**config.mk**
```make
export PLATFORM = sky130hd
export DESIGN_NAME = scgc_sleep_gate
export DESIGN_NICKNAME = d
export VERILOG_FILES = /design/src/hw/scgc_sleep_gate.v
export VERILOG_INCLUDE_DIRS = /design/src /design/src/hw
export SDC_FILE = /design/constraint.sdc
export NUM_CORES = 1
export LEC_CHECK = 0
export BUFFER_PORTS_ARGS = -buffer_cell sky130_fd_sc_hd__buf_2
export CORE_ASPECT_RATIO = 0.75
export CORE_UTILIZATION = 44
export DETAILED_ROUTE_END_ITERATION = 8
export GPL_TIMING_DRIVEN = 0
export PLACE_DENSITY = 0.75
export RECOVER_POWER = 25
export REMOVE_ABC_BUFFERS = 1
export SETUP_SLACK_MARGIN = 0.1
export SYNTH_ARGS = -nofsm -noshare
export SYNTH_HDL_FRONTEND = slang
export SYNTH_SLANG_ARGS = --single-unit
```
**constraint.sdc**
```tcl
create_clock -name clk -period 2 [get_ports clk]
set_clock_uncertainty 0.15 [all_clocks]
set_input_delay 0.1 -clock clk [delete_from_list [all_inputs] [get_ports clk]]
set_output_delay 0.1 -clock clk [all_outputs]
set_load 0.01 [all_outputs]
```
**src/hw/scgc_defs.vh**
```
// constants for the sleep clock gate control block
// included by scgc_sleep_gate.v; definitions only
`ifndef SCGC_DEFS_VH
`define SCGC_DEFS_VH

// register word offsets (byte addresses)
`define SCGC_OFF_SLEEP_GATE   12'h110
`define SCGC_OFF_RUN_GATE     12'h100
`define SCGC_OFF_RUN_CONFIG   12'h060
`define SCGC_OFF_IRQ_STATUS   12'h130
`define SCGC_OFF_IRQ_MASK     12'h134
`define SCGC_OFF_STATE        12'h138

// field positions in the gating words and run configuration word
`define SCGC_BIT_ADC          16
`define SCGC_BIT_HIB          6
`define SCGC_BIT_WDT          3
`define SCGC_RATE_HI          9
`define SCGC_RATE_LO          8
`define SCGC_BIT_ACG          0

// writable bits and reset value of the gating words
`define SCGC_GATE_WMASK       32'h0001_0348
`define SCGC_GATE_RESET       32'h0000_0040

// sample rate encodings
`define SCGC_RATE_125K        2'h0
`define SCGC_RATE_250K        2'h1
`define SCGC_RATE_500K        2'h2

// interrupt status bits
`define SCGC_IRQ_FAULT        0
`define SCGC_IRQ_SLEEP_IN     1
`define SCGC_IRQ_SLEEP_OUT    2
`define SCGC_IRQ_W            3

// unit indices for fault checks
`define SCGC_UNIT_ADC         2'h0
`define SCGC_UNIT_HIB         2'h1
`define SCGC_UNIT_WDT         2'h2

// bus response codes
`define SCGC_RESP_OKAY        2'h0
`define SCGC_RESP_SLVERR      2'h2

// writable bits of the run configuration word
`define SCGC_CFG_WMASK        32'h0000_0001

`endif

```
**src/hw/scgc_sleep_gate.v**
```verilog
// sleep-mode clock gating register and unit clock enables
// assumes: one clock, avalon-mm slave, unit accesses flagged by the fabric
//
// Summary of operation
// - each writable bit except 9:8 enables one unit clock
// - access to gated-off converter or watchdog pulses unit_fault; hibernation never faults
// - enables reset to zero unless noted otherwise
// - sleep word applies only in sleep with auto-gating
// - bit 16 enables converter clock, resets zero
// - bits 9:8 pick converter sample rate
// - bit 6 enables hibernation clock, resets one
// - bit 3 enables watchdog clock, resets zero
// - reserved bits read zero, writes ignored
`timescale 1ns/1ps
`default_nettype none
`include "scgc_defs.vh"

module scgc_sleep_gate #(
  parameter ADDR_W = 12
) (
  input  wire              clk,
  input  wire              rst_n,
  input  wire [ADDR_W-1:0] avs_address,
  input  wire              avs_read,
  input  wire              avs_write,
  input  wire [31:0]       avs_writedata,
  input  wire [3:0]        avs_byteenable,
  output reg  [31:0]       avs_readdata,
  output reg  [1:0]        avs_response,
  output reg               avs_waitrequest,
  input  wire              sleep_req,
  input  wire              unit_access,
  input  wire [1:0]        unit_sel,
  output reg               unit_fault,
  output reg               adc_clk_en,
  output reg               hib_clk_en,
  output reg               wdt_clk_en,
  output reg  [1:0]        converter_sample_rate_sel,
  output reg               irq
);

  reg  [31:0] sleep_clock_gate_0_reg;
  reg  [31:0] run_clock_gate_0_reg;
  reg  [31:0] run_clock_config_reg;
  reg  [`SCGC_IRQ_W-1:0] irq_status_reg;
  reg  [`SCGC_IRQ_W-1:0] irq_mask_reg;
  reg         sleep_meta_reg;
  reg         sleep_sync_reg;
  reg         sleep_prev_reg;
  reg         bus_state_reg;
  reg         bus_state_next;
  reg  [`SCGC_IRQ_W-1:0] irq_status_next;
  reg         irq_next;
  reg  [31:0] rdata_next;
  reg  [1:0]  resp_next;
  reg  [31:0] eff_gate;
  reg         fault_next;
  reg  [`SCGC_IRQ_W-1:0] irq_set;
  reg  [`SCGC_IRQ_W-1:0] irq_clr;
  wire        auto_clock_gating_enable;
  wire        in_sleep;
  wire        req;
  wire        hit_sleep;
  wire        hit_run;
  wire        hit_cfg;
  wire        hit_sts;
  wire        hit_msk;
  wire        hit_state;
  wire        valid_addr;

  // answer state holds waitrequest low for exactly one cycle
  localparam BUS_IDLE   = 1'b0;
  localparam BUS_ANSWER = 1'b1;

  // byte-lane merge limited to writable bits
  function [31:0] merge_w;
    input [31:0] old;
    input [31:0] wd;
    input [3:0]  be;
    input [31:0] wmask;
    reg   [31:0] lanes;
    begin
      lanes = {{8{be[3]}}, {8{be[2]}}, {8{be[1]}}, {8{be[0]}}};
      merge_w = (old & ~(lanes & wmask)) | (wd & lanes & wmask);
    end
  endfunction

  function is_addr;
    input [ADDR_W-1:0] a;
    input [11:0]       off;
    begin
      is_addr = (a == off[ADDR_W-1:0]);
    end
  endfunction

  // software view of a gating word: reserved bits always read zero
  function [31:0] gate_view;
    input [31:0] word;
    begin
      gate_view = word & `SCGC_GATE_WMASK;
    end
  endfunction

  assign auto_clock_gating_enable = run_clock_config_reg[`SCGC_BIT_ACG];
  assign in_sleep   = sleep_sync_reg;
  assign req        = (avs_read | avs_write) & (bus_state_reg == BUS_IDLE);
  assign hit_sleep  = is_addr(avs_address, `SCGC_OFF_SLEEP_GATE);
  assign hit_run    = is_addr(avs_address, `SCGC_OFF_RUN_GATE);
  assign hit_cfg    = is_addr(avs_address, `SCGC_OFF_RUN_CONFIG);
  assign hit_sts    = is_addr(avs_address, `SCGC_OFF_IRQ_STATUS);
  assign hit_msk    = is_addr(avs_address, `SCGC_OFF_IRQ_MASK);
  assign hit_state  = is_addr(avs_address, `SCGC_OFF_STATE);
  assign valid_addr = hit_sleep | hit_run | hit_cfg | hit_sts | hit_msk |
                      hit_state;

  // gating word in force this cycle
  always @* begin
    if (in_sleep && auto_clock_gating_enable) begin
      eff_gate = sleep_clock_gate_0_reg;
    end else begin
      eff_gate = run_clock_gate_0_reg;
    end
  end

  // judged on the registered enables, which are what really clock the units
  always @* begin
    fault_next = 1'b0;
    if (unit_access) begin
      case (unit_sel)
        `SCGC_UNIT_ADC: fault_next = ~adc_clk_en;
        `SCGC_UNIT_HIB: fault_next = 1'b0;
        `SCGC_UNIT_WDT: fault_next = ~wdt_clk_en;
        default:        fault_next = 1'b0;
      endcase
    end
  end

  // unmapped words answer with an error response and read zero
  always @* begin
    rdata_next = 32'h0000_0000;
    resp_next  = valid_addr ? `SCGC_RESP_OKAY : `SCGC_RESP_SLVERR;
    if (hit_sleep) begin
      rdata_next = gate_view(sleep_clock_gate_0_reg);
    end else if (hit_run) begin
      rdata_next = gate_view(run_clock_gate_0_reg);
    end else if (hit_cfg) begin
      rdata_next = run_clock_config_reg;
    end else if (hit_sts) begin
      rdata_next = {{(32-`SCGC_IRQ_W){1'b0}}, irq_status_reg};
    end else if (hit_msk) begin
      rdata_next = {{(32-`SCGC_IRQ_W){1'b0}}, irq_mask_reg};
    end else if (hit_state) begin
      rdata_next = gate_view(eff_gate);
    end
  end

  always @* begin
    irq_set = {`SCGC_IRQ_W{1'b0}};
    irq_set[`SCGC_IRQ_FAULT]     = fault_next;
    irq_set[`SCGC_IRQ_SLEEP_IN]  = sleep_sync_reg & ~sleep_prev_reg;
    irq_set[`SCGC_IRQ_SLEEP_OUT] = ~sleep_sync_reg & sleep_prev_reg;
    irq_clr = {`SCGC_IRQ_W{1'b0}};
    if (req && avs_write && hit_sts && avs_byteenable[0]) begin
      irq_clr = avs_writedata[`SCGC_IRQ_W-1:0];
    end
  end

  // answer state stops a still-held request from being taken twice
  always @* begin
    case (bus_state_reg)
      BUS_IDLE: begin
        if (avs_read | avs_write) begin
          bus_state_next = BUS_ANSWER;
        end else begin
          bus_state_next = BUS_IDLE;
        end
      end
      BUS_ANSWER: begin
        bus_state_next = BUS_IDLE;
      end
      default: begin
        bus_state_next = BUS_IDLE;
      end
    endcase
  end

  // bus slave: one wait cycle, answer on second edge
  always @(posedge clk or negedge rst_n) begin
    if (!rst_n) begin
      bus_state_reg   <= BUS_IDLE;
      avs_waitrequest <= 1'b1;
      avs_readdata    <= 32'h0000_0000;
      avs_response    <= `SCGC_RESP_OKAY;
    end else begin
      bus_state_reg   <= bus_state_next;
      avs_waitrequest <= ~req;
      if (req) begin
        avs_readdata <= avs_read ? rdata_next : 32'h0000_0000;
        avs_response <= resp_next;
      end
    end
  end

  // writes land on the taking edge; the master holds until the answer
  always @(posedge clk or negedge rst_n) begin
    if (!rst_n) begin
      sleep_clock_gate_0_reg <= `SCGC_GATE_RESET;
    end else if (req && avs_write && hit_sleep) begin
      sleep_clock_gate_0_reg <= merge_w(sleep_clock_gate_0_reg,
        avs_writedata, avs_byteenable, `SCGC_GATE_WMASK);
    end
  end

  always @(posedge clk or negedge rst_n) begin
    if (!rst_n) begin
      run_clock_gate_0_reg <= `SCGC_GATE_RESET;
    end else if (req && avs_write && hit_run) begin
      run_clock_gate_0_reg <= merge_w(run_clock_gate_0_reg,
        avs_writedata, avs_byteenable, `SCGC_GATE_WMASK);
    end
  end

  // only the auto gating bit is stored; the rest reads zero
  always @(posedge clk or negedge rst_n) begin
    if (!rst_n) begin
      run_clock_config_reg <= 32'h0000_0000;
    end else if (req && avs_write && hit_cfg) begin
      run_clock_config_reg <= merge_w(run_clock_config_reg,
        avs_writedata, avs_byteenable, `SCGC_CFG_WMASK);
    end
  end

  always @(posedge clk or negedge rst_n) begin
    if (!rst_n) begin
      irq_mask_reg <= {`SCGC_IRQ_W{1'b0}};
    end else if (req && avs_write && hit_msk && avs_byteenable[0]) begin
      irq_mask_reg <= avs_writedata[`SCGC_IRQ_W-1:0];
    end
  end

  // status and level formed together so the level never lags the status
  always @* begin
    irq_status_next = (irq_status_reg & ~irq_clr) | irq_set;
    irq_next        = |(irq_status_next & irq_mask_reg);
  end

  // set wins over a same-cycle clear
  always @(posedge clk or negedge rst_n) begin
    if (!rst_n) begin
      irq_status_reg <= {`SCGC_IRQ_W{1'b0}};
      irq            <= 1'b0;
    end else begin
      irq_status_reg <= irq_status_next;
      irq            <= irq_next;
    end
  end

  // sleep request arrives from the power controller, outside this domain
  always @(posedge clk or negedge rst_n) begin
    if (!rst_n) begin
      sleep_meta_reg <= 1'b0;
      sleep_sync_reg <= 1'b0;
    end else begin
      sleep_meta_reg <= sleep_req;
      sleep_sync_reg <= sleep_meta_reg;
    end
  end

  // entry and exit edges read only the second stage, idle level zero
  always @(posedge clk or negedge rst_n) begin
    if (!rst_n) begin
      sleep_prev_reg <= 1'b0;
    end else begin
      sleep_prev_reg <= sleep_sync_reg;
    end
  end

  // registered enables feed latch-based cells downstream, never a raw and
  always @(posedge clk or negedge rst_n) begin
    if (!rst_n) begin
      adc_clk_en                <= 1'b0;
      hib_clk_en                <= 1'b1;
      wdt_clk_en                <= 1'b0;
      converter_sample_rate_sel <= `SCGC_RATE_125K;
    end else begin
      adc_clk_en  <= eff_gate[`SCGC_BIT_ADC];
      hib_clk_en  <= eff_gate[`SCGC_BIT_HIB];
      wdt_clk_en  <= eff_gate[`SCGC_BIT_WDT];
      converter_sample_rate_sel <=
        eff_gate[`SCGC_RATE_HI:`SCGC_RATE_LO];
    end
  end

  // fault pulse follows the access by one cycle
  always @(posedge clk or negedge rst_n) begin
    if (!rst_n) begin
      unit_fault <= 1'b0;
    end else begin
      unit_fault <= fault_next;
    end
  end

endmodule

`default_nettype wire

```
==> results_dict.tcl <==
set metrics [dict create \
    p_per_area_nw_per_um2 600 \
    synthFlopType "dfrtp_1" \
    post-place-ws_ns -0.320 \
    switching_share_pct 25.4 \
    die_w_um 80.5 \
    cpPeakStageDelay_ns 0.66 \
    grt_usage_pct 19.2 \
    timing.final.crit_share_pct 91.5 \
    design_area_um2 2430 \
    max_slew_margin_pct 16.7 \
    portBuffers 47 \
    clk_pin_slew_worst_paths_ns 0.07 \
    path_class "input port to flop" \
    antenna_found_initial 0 \
    area_growth_pct 19.6 \
    diodes 0 \
    rows 21 \
    ant_nets 0 \
    synth_cell_types 41 \
    clkPwrFrac_pct 34.2 \
    grt_max_degree 39 \
    slew_violations 0 \
    yosysTopAreaCellShare_pct 41.9 \
    p_leak_nw 1.11 \
    drive_gt1_share_pct 29.6 \
    root_buffer "clkbuf_8" \
    critPathArrivalTime_ns 1.86 \
    ir_drop_mv 0.364 \
    num-nets-final 298 \
    avgRoutedWirePerCell_um 13.9 \
    rsz0062_at_grt "no" \
    die_h_um 60.9 \
    intPower_mw 1.09 \
    worst_pin_slew_ns 1.25 \
    p_comb_share_pct 11.6 \
    ff2ff_path_depth 4 \
    power.total_mw 1.46 \
    critPathLaunchType "input port" \
    final-seq-area_um2 956 \
    final-setup-viol-count 0 \
    yosys_warnings 0 \
    r2r_end "irq$_DFF_PN0_" \
    post-route-util_pct 54.7 \
    io_pins 98 \
    die-area_um2 4900 \
    timing.final.crit_period_ns 1.83 \
    tritoncts "yes" \
    detail_route.vias_per_cell 5.20 \
    critPathCaptureType "flop" \
    async_reset_ff_share_pct 100 \
    cap_violations 0 \
    synth_area_leaders "dfrtp_1, mux2_2, buf_4" \
    path_cells "buf_2, or4_4, nor4_4, buf_4, nand4_1, mux2_2" \
    ys_seq_elements 38 \
    fillers 393 \
    initial_core_util_pct 45.8 \
    r2r_setup_slack_ns 0.25 \
    place_congestion 0.800 \
    clk_latency_ns 0.29 \
    cpMaxStageDelayCell "or4_4" \
    switching_power_mw 0.370 \
    place_area_um2 2220 \
    drc 0 \
    cts_num_sinks 38 \
    first_iter_violations 62 \
    numCtsBuffers 5 \
    hold_path_depth 3 \
    dr.pass1.iters 4 \
    h-tree-depth 2 \
    routed_wirelength_um 4160 \
    startpoint "avs_address[2]" \
    synth_edf_count 0 \
    post-route-worst-setup-slack_ns 0.171 \
    hold_class "input port to flop" \
    syn_avg_cell_area_um2 11.3 \
    globalRouteOverflowTotal 0 \
    coreArea_um2 4440 \
    multi_input_area_um2 956 \
    timing.fmax_mhz 547 \
    grt_pass1_vias 1363 \
    syn_inst 180 \
    post-dp-hpwl_um 3090 \
    hold_viol 0 \
    required_ns 2.03 \
    status "finished, final reports clean" \
    netlist_area_um2 2030 \
    clock_path_buffers 2 \
    num_vias 1559 \
    rr_startpoint "bus_state_reg$_DFF_PN0_" \
    seqPwrFrac_pct 54.2 \
    yosys.area.top_type "dfrtp_1" \
    ys_seq_area_share_pct 47.0 \
    crit_fanout 13 \
    grt_pass1_wl_um 6630 \
]
-- critical path: cells and delay by family --
| family | cells | cell delay (ns) |
|---|---|---|
| simple gates | 3 | 1.13 |
| buf+inv | 2 | 0.31 |
| mux | 1 | 0.31 |
-- repair_timing --
item,in CTS,in global routing
buffers inserted,1,0
setup endpoints to repair,5,6
hold buffers,13,0
resized for setup,1,1
hold endpoints to repair,52,0
cloned,0,0
pin swaps,1,1
-- cells by family (layout without fill, tap and decap cells) --
kind of cell	after synthesis	after routing	share of synthesized area, %
buf+inv	33	72	10.9
mux	21	21	11.6
compound gates	35	35	12.6
other cells	1	25	0.185
simple gates	52	52	17.6
flops	38	38	47.0
-- stage by stage --
| step | TNS [ns] | hold slack, ns | instances |
|---|---|---|---|
| 2_1_floorplan | -0.0604 | -0.346 | 174 |
| 6_report | 0 | 0.0350 | 300 |
| 4_1_cts | 0 | 0.0210 | 300 |
| 3_3_place_gp | -2.89 | 0.0589 | 278 |
| 5_1_grt | 0 | 0.0262 | 300 |
| 3_5_place_dp | -3.03 | 0.0597 | 278 |
-- cells in the mapped netlist, types with 2 or more instances --
cell       count
dfstp_2        4
mux2_2        21
nor4_4         2
nor2b_1        4
a21o_1         3
a22oi_1        2
dfrtp_1       34
clkbuf_1       4
nand3b_1       2
nor2_1         2
nand4b_1       3
inv_1          3
nor4_1         3
buf_4         26
a2bb2oi_1      5
nor3_1         7
nand2_1       11
a221oi_1       5
nand2b_1       5
o21ai_0        4
nand4_1        3
a21oi_1        6
o21bai_1       2
a22o_1         2
-- power by group through the flow --
stage / logic (mW) / clock network, mW / registers, mW
4_1_cts: 0.170 / 0.515 / 0.790
3_3_place_gp: 0.148 / 0 / 0.804
5_1_grt: 0.191 / 0.562 / 0.792
2_1_floorplan: 0.0691 / 0 / 0.808
6_report: 0.170 / 0.499 / 0.790
3_5_place_dp: 0.149 / 0 / 0.805
-- layer usage --
metal / track usage [%] / up-vias / part of all wire, %
met2: 28.8 / 66 / 44
li1: - / 751 / -
met5: 0 / - / 0
met1: 25.8 / 738 / 47
met4: 8.16 / 0 / 1.3
met3: 6.32 / 4 / 7.5
-- worst min path at each step --
| stage | startpoint | endpoint |
|---|---|---|
| finish | avs_byteenable[2] | flop |
| CTS | avs_byteenable[2] | flop |
| floorplan | rst_n | async pin |
| global placement | sleep_req | sleep_meta_reg$_DFF_PN0_ |
| global route | avs_byteenable[2] | flop |
| detailed placement | sleep_req | sleep_meta_reg$_DFF_PN0_ |
-- layout by cell type, fill, tap and decap left out, types with 3 or more instances in the layout --
cell type,n
a221oi_1,5
nor4_1,3
conb_1,25
nor3_1,7
o21ai_0,4
mux2_2,21
nand2_1,11
a21o_1,3
dfrtp_1,34
dfstp_2,4
buf_2,31
inv_1,3
dlygate4sd3_1,13
nand2b_1,5
clkbuf_8,5
nand4b_1,3
a21oi_1,6
nand4_1,3
clkbuf_1,16
nor2b_1,4
a2bb2oi_1,5
-- area by class of cell --
cell class | count | area share (%)
inverters | 3 | 0.463
repair buffers | 61 | 14.6
multi-input cells | 133 | 39.3
clock inverters | 2 | 0.412
flip-flops and latches | 38 | 39.3
clock buffers | 6 | 2.99
well taps | 57 | 2.93
Power figures use the tool's default switching activity.
